--- src/hw/fbpe_pkg.sv ---
// fbpe_pkg: constants and types of the parallel flash host sequencer
// assumes a 50 MHz clock and an 8-bit flash with a 17-bit address
package fbpe_pkg;
  localparam int ADDR_W = 17;
  localparam int DATA_W = 8;
  typedef logic [ADDR_W-1:0] fbpe_addr_t;
  typedef logic [DATA_W-1:0] fbpe_byte_t;

  typedef enum logic [1:0] {OP_PROGRAM, OP_ERASE, OP_ABORT} fbpe_op_e;

  // command codes, data patterns and address range
  localparam fbpe_byte_t CMD_READ     = 8'h00;
  localparam fbpe_byte_t CMD_ERASE    = 8'h20;
  localparam fbpe_byte_t CMD_PROGRAM  = 8'h40;
  localparam fbpe_byte_t CMD_EVERIFY  = 8'hA0;
  localparam fbpe_byte_t CMD_PVERIFY  = 8'hC0;
  localparam fbpe_byte_t CMD_RESET    = 8'hFF;
  localparam fbpe_byte_t ERASED_BYTE  = 8'hFF;
  localparam fbpe_byte_t PREPROG_BYTE = 8'h00;
  localparam fbpe_addr_t FIRST_ADDR   = 17'h0_0000;
  localparam fbpe_addr_t LAST_ADDR    = 17'h1_FFFF;

  // timing
  localparam int CLK_MHZ        = 50;
  localparam int PROG_PULSE_US  = 10;
  localparam int PROG_CYC       = PROG_PULSE_US * CLK_MHZ;
  localparam int VERIFY_GAP_NS  = 1000;
  localparam int VERIFY_GAP_CYC = (VERIFY_GAP_NS * CLK_MHZ + 999) / 1000;
  localparam int ERASE_PULSE_US = 10000;
  localparam int TMR_W          = 32;
  localparam int MAX_PG_PULSES  = 25;
  localparam int PCNT_W         = 5;
  localparam int MAX_ER_PULSES  = 1000;
  localparam int ECNT_W         = 16;

  // bus cycle phases
  localparam logic [3:0] WE_FALL_PH   = 4'h1;
  localparam logic [3:0] WE_RISE_PH   = 4'h4;
  localparam logic [3:0] WR_END_PH    = 4'h5;
  localparam logic [3:0] OE_FALL_PH   = 4'h0;
  localparam logic [3:0] RD_SAMPLE_PH = 4'h8;
  localparam logic [3:0] RD_END_PH    = 4'h9;
endpackage : fbpe_pkg

--- src/hw/fbpe_bus_if.sv ---
// fbpe_bus_if: one bus cycle request from the sequencer to the pin engine
// assumes req is held until ack, ack is a one-cycle pulse
interface fbpe_bus_if;
  logic                     req;
  logic                     wr;
  logic [fbpe_pkg::ADDR_W-1:0] addr;
  logic [fbpe_pkg::DATA_W-1:0] wdata;
  logic                     ack;
  logic [fbpe_pkg::DATA_W-1:0] rdata;
  modport ctl (output req, output wr, output addr, output wdata, input ack, input rdata);
  modport eng (input req, input wr, input addr, input wdata, output ack, output rdata);
endinterface : fbpe_bus_if

--- src/hw/fbpe_bus.sv ---
// fbpe_bus: turns one request into a flash write or read cycle on the pins
// assumes dq_in is synchronous to clk; all pin outputs are registered
module fbpe_bus (
  input  wire logic                      clk,
  input  wire logic                      resetn,
  fbpe_bus_if.eng                        bus,
  output logic [fbpe_pkg::ADDR_W-1:0]    flash_addr,
  output logic [fbpe_pkg::DATA_W-1:0]    dq_out,
  output logic                           dq_oe,
  input  wire logic [fbpe_pkg::DATA_W-1:0] dq_in,
  output logic                           ce_n,
  output logic                           oe_n,
  output logic                           we_n
);
  import fbpe_pkg::*;

  typedef enum logic [1:0] {B_IDLE, B_WR, B_RD} fbpe_bst_e;

  fbpe_bst_e  bst_q, bst_d;
  logic [3:0] ph_q, ph_d;
  fbpe_addr_t addr_q, addr_d;
  fbpe_byte_t dq_q, dq_d, rd_q, rd_d;
  logic       oe_q, oe_d, ce_n_q, ce_n_d, oe_n_q, oe_n_d, we_n_q, we_n_d, ack_q, ack_d;

  ////////////////////////////////////////////////////////////////////////
  always_comb begin
    bst_d  = bst_q;
    ph_d   = ph_q + 4'h1;
    addr_d = addr_q;
    dq_d   = dq_q;
    rd_d   = rd_q;
    oe_d   = oe_q;
    ce_n_d = ce_n_q;
    oe_n_d = oe_n_q;
    we_n_d = we_n_q;
    ack_d  = 1'b0;
    case (bst_q)
      B_IDLE: begin
        ph_d = 4'h0;
        if (bus.req && !ack_q) begin
          addr_d = bus.addr;
          dq_d   = bus.wdata;
          ce_n_d = 1'b0;           // address decode style select
          oe_d   = bus.wr;
          bst_d  = bus.wr ? B_WR : B_RD;
        end
      end
      B_WR: begin
        if (ph_q == WE_FALL_PH) we_n_d = 1'b0;  // strobe only under select
        if (ph_q == WE_RISE_PH) we_n_d = 1'b1;
        if (ph_q == WR_END_PH) begin
          ce_n_d = 1'b1;
          oe_d   = 1'b0;
          ack_d  = 1'b1;
          bst_d  = B_IDLE;
        end
      end
      B_RD: begin
        if (ph_q == OE_FALL_PH) oe_n_d = 1'b0;  // read strobe on output enable
        if (ph_q == RD_SAMPLE_PH) rd_d = dq_in;
        if (ph_q == RD_END_PH) begin
          oe_n_d = 1'b1;
          ce_n_d = 1'b1;
          ack_d  = 1'b1;
          bst_d  = B_IDLE;
        end
      end
      default: bst_d = B_IDLE;
    endcase
  end

  always_ff @(posedge clk or negedge resetn) begin
    if (!resetn) begin
      bst_q  <= B_IDLE;
      ph_q   <= 4'h0;
      addr_q <= FIRST_ADDR;
      dq_q   <= CMD_READ;
      rd_q   <= CMD_READ;
      oe_q   <= 1'b0;
      ce_n_q <= 1'b1;
      oe_n_q <= 1'b1;
      we_n_q <= 1'b1;
      ack_q  <= 1'b0;
    end else begin
      bst_q  <= bst_d;
      ph_q   <= ph_d;
      addr_q <= addr_d;
      dq_q   <= dq_d;
      rd_q   <= rd_d;
      oe_q   <= oe_d;
      ce_n_q <= ce_n_d;
      oe_n_q <= oe_n_d;
      we_n_q <= we_n_d;
      ack_q  <= ack_d;
    end
  end

  assign flash_addr = addr_q;
  assign dq_out     = dq_q;
  assign dq_oe      = oe_q;
  assign ce_n       = ce_n_q;
  assign oe_n       = oe_n_q;
  assign we_n       = we_n_q;
  assign bus.ack    = ack_q;
  assign bus.rdata  = rd_q;
endmodule : fbpe_bus

--- src/hw/fbpe_host.sv ---
// fbpe_host: host sequencer that programs, erases and aborts a parallel
// command-latch flash through its pins
// assumes the flash pins are synchronous to clk and programming voltage is on
module fbpe_host #(
  parameter int                 ERASE_PULSE_US = fbpe_pkg::ERASE_PULSE_US,
  parameter int                 MAX_ER_PULSES  = fbpe_pkg::MAX_ER_PULSES,
  parameter fbpe_pkg::fbpe_addr_t LAST_ADDR    = fbpe_pkg::LAST_ADDR
) (
  input  wire logic                        clk,
  input  wire logic                        resetn,
  input  wire logic                        start,
  input  wire fbpe_pkg::fbpe_op_e          op,
  input  wire logic [fbpe_pkg::ADDR_W-1:0] program_target_addr,
  input  wire logic [fbpe_pkg::DATA_W-1:0] program_target_byte,
  output logic                             busy,
  output logic                             done,
  output logic                             fail,
  output logic [fbpe_pkg::ADDR_W-1:0]      erase_check_addr,
  output logic [fbpe_pkg::ADDR_W-1:0]      flash_addr,
  output logic [fbpe_pkg::DATA_W-1:0]      dq_out,
  output logic                             dq_oe,
  input  wire logic [fbpe_pkg::DATA_W-1:0] dq_in,
  output logic                             ce_n,
  output logic                             oe_n,
  output logic                             we_n
);
  import fbpe_pkg::*;

  localparam int ERASE_CYC = ERASE_PULSE_US * CLK_MHZ;

  typedef enum logic [4:0] {
    S_IDLE, S_PG_SETUP, S_PG_WRITE, S_PG_VERIFY, S_PG_READ, S_PG_CHECK,
    S_ER_SETUP, S_ER_GO, S_EV_WRITE, S_EV_READ, S_EV_CHECK,
    S_AB_FF1, S_AB_FF2, S_RD_CMD
  } fbpe_st_e;

  fbpe_bus_if bus ();

  fbpe_st_e               st_q, st_d;
  fbpe_addr_t             addr_q, addr_d;
  fbpe_byte_t             byte_q, byte_d;
  logic [PCNT_W-1:0]      pcnt_q, pcnt_d;
  logic [ECNT_W-1:0]      ecnt_q, ecnt_d;
  logic [TMR_W-1:0]       tmr_q, tmr_d;
  logic                   era_q, era_d, fail_q, fail_d, done_q, done_d;
  fbpe_byte_t             program_check_readback;
  fbpe_byte_t             erase_check_readback;

  ////////////////////////////////////////////////////////////////////////
  function automatic logic is_read(input fbpe_st_e s);
    return (s == S_PG_READ) || (s == S_EV_READ);
  endfunction : is_read

  function automatic logic is_bus(input fbpe_st_e s);
    return !(s == S_IDLE || s == S_PG_CHECK || s == S_EV_CHECK);
  endfunction : is_bus

  function automatic fbpe_byte_t cmd_of(input fbpe_st_e s, input fbpe_byte_t b);
    case (s)
      S_PG_SETUP:           return CMD_PROGRAM;
      S_PG_WRITE:           return b;
      S_PG_VERIFY:          return CMD_PVERIFY;
      S_ER_SETUP, S_ER_GO:  return CMD_ERASE;
      S_EV_WRITE:           return CMD_EVERIFY;
      S_AB_FF1, S_AB_FF2:   return CMD_RESET;
      default:              return CMD_READ;
    endcase
  endfunction : cmd_of

  ////////////////////////////////////////////////////////////////////////
  assign program_check_readback = bus.rdata;
  assign erase_check_readback   = bus.rdata;
  assign bus.req   = is_bus(st_q) && (tmr_q == '0);
  assign bus.wr    = !is_read(st_q);
  assign bus.addr  = addr_q;
  assign bus.wdata = cmd_of(st_q, byte_q);

  always_comb begin
    st_d   = st_q;
    addr_d = addr_q;
    byte_d = byte_q;
    pcnt_d = pcnt_q;
    ecnt_d = ecnt_q;
    tmr_d  = (tmr_q != '0) ? tmr_q - 1'b1 : tmr_q;
    era_d  = era_q;
    fail_d = fail_q;
    done_d = 1'b0;
    case (st_q)
      S_IDLE: begin
        if (start) begin
          fail_d = 1'b0;
          pcnt_d = '0;
          ecnt_d = '0;
          case (op)
            OP_PROGRAM: begin
              addr_d = program_target_addr;
              byte_d = program_target_byte;
              era_d  = 1'b0;
              st_d   = S_PG_SETUP;
            end
            OP_ERASE: begin
              addr_d = FIRST_ADDR;
              byte_d = PREPROG_BYTE;
              era_d  = 1'b1;
              st_d   = S_PG_SETUP;
            end
            default: st_d = S_AB_FF1;
          endcase
        end
      end
      S_PG_SETUP: if (bus.ack) st_d = S_PG_WRITE;
      S_PG_WRITE: begin
        if (bus.ack) begin
          tmr_d  = TMR_W'(PROG_CYC);
          pcnt_d = pcnt_q + 1'b1;
          st_d   = S_PG_VERIFY;
        end
      end
      S_PG_VERIFY: begin
        if (bus.ack) begin
          tmr_d = TMR_W'(VERIFY_GAP_CYC);
          st_d  = S_PG_READ;
        end
      end
      S_PG_READ: if (bus.ack) st_d = S_PG_CHECK;
      S_PG_CHECK: begin
        if (program_check_readback == byte_q) begin
          pcnt_d = '0;
          if (!era_q) begin
            st_d = S_RD_CMD;
          end else if (addr_q == LAST_ADDR) begin
            addr_d = FIRST_ADDR;
            st_d   = S_ER_SETUP;
          end else begin
            addr_d = addr_q + 1'b1;
            st_d   = S_PG_SETUP;
          end
        end else if (pcnt_q == PCNT_W'(MAX_PG_PULSES)) begin
          fail_d = 1'b1;
          st_d   = S_RD_CMD;
        end else begin
          st_d = S_PG_SETUP;
        end
      end
      S_ER_SETUP: if (bus.ack) st_d = S_ER_GO;
      S_ER_GO: begin
        if (bus.ack) begin
          tmr_d = TMR_W'(ERASE_CYC);
          st_d  = S_EV_WRITE;
        end
      end
      S_EV_WRITE: begin
        if (bus.ack) begin
          tmr_d = TMR_W'(VERIFY_GAP_CYC);
          st_d  = S_EV_READ;
        end
      end
      S_EV_READ: if (bus.ack) st_d = S_EV_CHECK;
      S_EV_CHECK: begin
        if (erase_check_readback == ERASED_BYTE) begin
          if (addr_q == LAST_ADDR) begin
            st_d = S_RD_CMD;
          end else begin
            addr_d = addr_q + 1'b1;
            st_d   = S_EV_WRITE;
          end
        end else if (ecnt_q == ECNT_W'(MAX_ER_PULSES - 1)) begin
          fail_d = 1'b1;
          st_d   = S_RD_CMD;
        end else begin
          ecnt_d = ecnt_q + 1'b1;
          st_d   = S_ER_SETUP;
        end
      end
      S_AB_FF1: if (bus.ack) st_d = S_AB_FF2;
      S_AB_FF2: if (bus.ack) st_d = S_RD_CMD;
      S_RD_CMD: begin
        if (bus.ack) begin
          done_d = 1'b1;
          st_d   = S_IDLE;
        end
      end
      default: st_d = S_IDLE;
    endcase
  end

  always_ff @(posedge clk or negedge resetn) begin
    if (!resetn) begin
      st_q   <= S_IDLE;
      addr_q <= FIRST_ADDR;
      byte_q <= PREPROG_BYTE;
      pcnt_q <= '0;
      ecnt_q <= '0;
      tmr_q  <= '0;
      era_q  <= 1'b0;
      fail_q <= 1'b0;
      done_q <= 1'b0;
    end else begin
      st_q   <= st_d;
      addr_q <= addr_d;
      byte_q <= byte_d;
      pcnt_q <= pcnt_d;
      ecnt_q <= ecnt_d;
      tmr_q  <= tmr_d;
      era_q  <= era_d;
      fail_q <= fail_d;
      done_q <= done_d;
    end
  end

  assign busy             = (st_q != S_IDLE);
  assign done             = done_q;
  assign fail             = fail_q;
  assign erase_check_addr = addr_q;

  ////////////////////////////////////////////////////////////////////////
  fbpe_bus u_bus (
    .clk        (clk),
    .resetn     (resetn),
    .bus        (bus),
    .flash_addr (flash_addr),
    .dq_out     (dq_out),
    .dq_oe      (dq_oe),
    .dq_in      (dq_in),
    .ce_n       (ce_n),
    .oe_n       (oe_n),
    .we_n       (we_n)
  );

  ////////////////////////////////////////////////////////////////////////
  logic [TMR_W-1:0] gap_q;

  always_ff @(posedge clk or negedge resetn) begin
    if (!resetn) gap_q <= '0;
    else if (bus.ack) gap_q <= '0;
    else if (gap_q != '1) gap_q <= gap_q + 1'b1;
  end
endmodule : fbpe_host

--- config.mk ---
export PLATFORM = sky130hd
export DESIGN_NAME = fbpe_host
export DESIGN_NICKNAME = d
export VERILOG_FILES = /design/src/hw/fbpe_pkg.sv /design/src/hw/fbpe_bus_if.sv /design/src/hw/fbpe_bus.sv /design/src/hw/fbpe_host.sv
export SDC_FILE = /design/constraint.sdc
export NUM_CORES = 1
export LEC_CHECK = 0
export BUFFER_PORTS_ARGS = -buffer_cell sky130_fd_sc_hd__buf_4
export CAP_MARGIN = 20
export CORE_MARGIN = 8
export CORE_UTILIZATION = 30
export CTS_CLUSTER_DIAMETER = 200
export DETAILED_ROUTE_END_ITERATION = 16
export GPL_TIMING_DRIVEN = 0
export SYNTH_ARGS = -nofsm -noshare
export SYNTH_HDL_FRONTEND = slang
export SYNTH_SLANG_ARGS = --single-unit
--- constraint.sdc ---
create_clock -name clk -period 6.57 [get_ports clk]
set_input_delay 0.3285 -clock clk [delete_from_list [all_inputs] [get_ports clk]]
set_output_delay 0.3285 -clock clk [all_outputs]
set_load 0.005 [all_outputs]
# Word level (Yosys, flattened, before mapping)
# Cells that the tools add are included.
# totals
register_bits	130
wordCells	188
inputBits	38
# op_classes
addsub	5
n_mux	73
n_reduce_logical	40
n_eq_ne	51
# ops
op	n
$mux W32	4
$mux W17	6
$pmux W32 S3	1
$mux W5	17
$pmux W5 S14	1
$pmux W17 S3	1
$mux W16	3
$pmux W8 S6	1
$ne A2 B1 Y1 const B	18
$pmux W17 S2	1
$logic_not A32 Y1	1
$pmux W16 S2	1
$reduce_bool A32 Y1	1
$sub A32 B1 Y32 const B	1
$eq A5 B4 Y1 const B	6
$eq A5 B3 Y1 const B	4
$mux W4	5
$mux W1	18
$add A17 B1 Y17 const B	1
$eq A17 B17 Y1 const B	1
$add A16 B1 Y16 const B	1
$eq A16 B10 Y1 const B	1
$pmux W8 S2	1
$pmux W5 S3	1
other kinds (35)	73

# Longest topological paths before layout
# logic_depth
word_depth	8
mapped_depth	12
mapped_depth_nobuf	11

# By module
# Synthesis repeated with hierarchy kept, for this count alone.
# hier_totals
cells_unflattened	752
hier_area_um2	7277.0
# modules_own_cells
mod	instances	cells_each	area_each_um2
fbpe_host	1	621	5362.6
fbpe_bus	1	131	1914.3

# Worst setup path after synthesis
# Ideal clock, no wire load.
# synth_timing
kind	register to register
start	register addr_q[0] (netlist: erase_check_addr[0])
end	register addr_q[15] (netlist: erase_check_addr[15])
n_path_buf	2
path_stages_with_launch	13
t_arrival_ns	2.895
synth_period_minus_slack_ns	2.978
path_slack_ns	3.592
cell_sequence	dfrtp_1 > ha_1 > nand3_1 > nor3_1 > nand3_1 > nor3_1 > ha_1 > nor4_1 > nor2_1 > or2_2 > buf_2 > buf_2 > o22ai_1
# synth_via
elab_chain_cells	5
elab_cells_between_ends	10
# synth_rtl
item	line	rtl
start: declaration	fbpe_host.sv:40	fbpe_addr_t addr_q, addr_d;
start signal: assignment	fbpe_host.sv:200	addr_q <= addr_d;
$add A17 B1 Y17 or $eq A17 B17 Y1 (tied branches)	--	
$mux W17	fbpe_host.sv:131	end else if (addr_q == LAST_ADDR) begin
$mux W17	fbpe_host.sv:129	if (!era_q) begin
$mux W17	fbpe_host.sv:127	if (program_check_readback == byte_q) begin
$pmux W17 S3	fbpe_host.sv:88	case (st_q)
# Parallel ways exist; a longest one is shown, timed or not. The select of a mux whose other input is x is not followed.
# A chain may end at the register's enable or synchronous reset.

# Final worst setup path
# layout_timing
start	register addr_q[0] (netlist: erase_check_addr[0])
end	register addr_q[7] (netlist: erase_check_addr[7])
# The elaborated chain is that of the path after synthesis.

==> run summary <==
Core box area: 0.02425 mm^2
Crit path kind: reg2reg
Least-Margin Pin Slew: 1.116 ns
Hold Crit Start: dq_in[0]
Synth Cell Area: 0.007377 mm^2
F_max: 250.5 MHz
WHS Endpoint: u_bus.bus.rdata[0]
Most common cell after layout, fill and taps aside: dfrtp_1
DRT Pass-1 Iters: 5
Finished Cell Area: 0.009046 mm^2
CTS tree: built
Final Max Slew Viols: 0
Via count: 6632
Commonest cells after routing, fill and taps aside: dfrtp_1, buf_4, nand2_1
Total power: 3.558 mW
Die Span Y: 172.8 um
Syn avg cell area: 9.350 um^2
Core Util, Final: 37.31%
Final net count: 946
Clk Latency, worst-skew pair: 0.42 ns
First-pass GRT wire length: 34480 um
Crit path time final: 3.992 ns
Final setup violating endpoints: 0
Seq/Total Area, Yosys: 43.81%
Die X: 172.8 um
Share of post-route cells with drive strength above 1: 18.21%
DRC Markers: 0
Number of antenna-violating nets in the routed design: 0
Ant diodes: 0
Clock-pin slew on the worst setup and hold paths: 0.06 ns
Routed WL: 20820 um
Worst endpoint required time: 6.89 ns
Initial DRC Count: 599
Status: finished clean
Beginning of the critical path: erase_check_addr[0]
Initial antenna violation count: 0
Final global-route overflow total: 0
PwrDens: 393.3 mW/mm^2
Post-route setup slack: 2.578 ns
Worst setup EP type: register
Worst r2r src: erase_check_addr[0]
Final Skew: 0.008421 ns
CTS max path bufs: 2
Reg2Reg Setup Slack: 2.58 ns
Max-Cap Viols: 0
Crit path max fanout: 10
Gr usage total: 13.81%
Syn Inst Count: 789
Post-DP Area: 0.008452 mm^2
Synthesis-to-finish area growth: 22.63%
Full die area: 0.02986 mm^2
Clock net sink count: 129
Post-CTS Setup Bufs: 0
Final hold violation count: 0
Synth Flop Type: dfrtp_1
CTS root buffer: clkbuf_16
Initial Util: 30.42%
Max rail drop VDD: 0.2106 mV
Pleak: 3.801 nW
H-tree Lvls: 4
FF-to-FF End: erase_check_addr[7]
Synth warnings: 0
Fill cell count: 2490
Dpl ws: 2.718 ns
Num rows: 57
Drt wl/cell: 16.93 um
Fin crit share: 60.76%
Pin count of the biggest net entering global routing: 69
Slew margin rel.: 24.92%
Startpoint Class: register
Cts bufs inserted: 17
Worst R2R Path Depth: 12
EDFF count, synth: 0
Syn_nets: 839
Setup_tns: 0 ns
Fraction of registers with async set/reset: 100.0%
DP HPWL: 14900 um
DR vias/cell: 5.392
PortBufs: 85
Hold path depth: 2
RePlAce Congestion: 0.9201
Yosys cell types: 69
RSZ-0062 raised after global routing: false
Register bit count reported by yosys: 129
Critical Path AT: 4.31 ns
IO Count: 87
Worst min-delay path class: in2reg
Vias in the first global route: 6564
==> where the power goes <==
part	internal, mW	switching (mW)
registers	1.04	0.291
logic	0.555	0.727
clock network	0.602	0.342
total	2.20	1.36
==> through the flow <==
stage	instances	hold WS, ns
detailed placement	1199	0.3882
global placement	1198	0.4714
CTS	1229	0.1292
finish	1230	0.1441
floorplan	789	0.03291
global route	1230	0.1341
==> metal layers <==
metal	track usage (%)	share of wire, %	vias to the layer above
met3	2.636	4.3	30
met1	18.22	46	3244
met4	5.462	2.2	0
met2	22.01	47	189
met5	0	0	-
li1	-	-	3169
==> cells in the mapped netlist, types with 5 or more instances <==
master      n  share of area [%]
and4_1      7               0.83
o22ai_1    12                1.0
nand2_1    62                3.2
xnor2_1    20                2.4
o31ai_1    16                1.6
and3_1     10               0.85
buf_2       6               0.41
nor4_1     16                1.4
mux2_1     20                3.1
or3_1      10               0.85
mux2_2     21                3.2
or2_2       7               0.59
a31oi_1    16                1.4
a32oi_1     8               0.95
inv_1      25                1.3
nor2_1     50                2.5
nor2b_1     7               0.59
nor4b_1     6               0.71
and2_1      5               0.42
ha_1       12                2.0
o21ai_0    59                4.0
nor3b_1     5               0.51
clkbuf_1   28                1.4
dfrtp_1   126                 43
or4_1      19                1.9
nand2b_1   18                1.5
buf_1       5               0.25
a211oi_1    6               0.61
a21oi_1    48                3.3
nand4_1     8               0.68
nand3_1    23                1.6
nor3_1     32                2.2
==> sequential cells by signal, summed over array words and instances, names as in the netlist <==
signal / cells
u_bus.dq_out: 8
fail: 1
u_bus.dq_oe: 1
u_bus.we_n: 1
u_bus.ce_n: 1
u_bus.bus.rdata: 8
erase_check_addr: 17
era_q: 1
u_bus.flash_addr: 17
tmr_q: 32
ecnt_q: 16
byte_q: 8
st_q: 4
u_bus.ph_q: 4
u_bus.bus.ack: 1
done: 1
u_bus.oe_n: 1
pcnt_q: 5
u_bus.bst_q: 2
==> final cells by class <==
type | instances | area [um^2] | area share, %
Clock inverter | 5 | 77.57 | 0.8575
Clock buffer | 24 | 501.7 | 5.546
Sequential cell | 129 | 3232 | 35.73
Inverter | 26 | 97.59 | 1.079
Timing Repair Buffer | 88 | 684.4 | 7.566
Multi-Input combinational cell | 593 | 3875 | 42.84
Buffer | 41 | 172.7 | 1.909
Tap cell | 324 | 405.4 | 4.481
==> worst max path at each step <==
stage          slack, ns                    to  cells after the start
2_1_floorplan       3.59  erase_check_addr[15]                     12
3_3_place_gp        2.69   erase_check_addr[7]                     12
3_5_place_dp        2.72   erase_check_addr[9]                     12
4_1_cts             2.68   erase_check_addr[7]                     12
5_1_grt             2.40   erase_check_addr[7]                     12
6_report            2.58   erase_check_addr[7]                     12
==> worst max-delay path, cell delays in order (launching register included) <==
cell and delay (ns):
dfrtp_1 0.44, ha_1 0.26, nand3_1 0.19, nor3_1 0.16, nand3_1 0.14, nor3_1 0.07
ha_1 0.26, nor4_1 0.97, nor2_1 0.42, or2_2 0.38, buf_2 0.18, buf_2 0.21
o21ai_0 0.21
==> logic make-up (layout without fill, tap and decap cells) <==
family / Yosys count / count (layout) / share of synthesized area [%]
compound gates: 209 / 209 / 18.01
buf+inv: 67 / 184 / 3.664
flops: 129 / 129 / 43.81
mux: 44 / 44 / 6.666
fa+ha+maj: 12 / 12 / 2.035
xor+xnor: 23 / 23 / 2.731
simple gates: 305 / 305 / 23.08
==> what timing repair did <==
item                                   CTS  global route
hold buffers                             1             0
endpoints found under the hold margin   64             0
gates resized for setup                  0             0
Power figures use the tool's default switching activity.
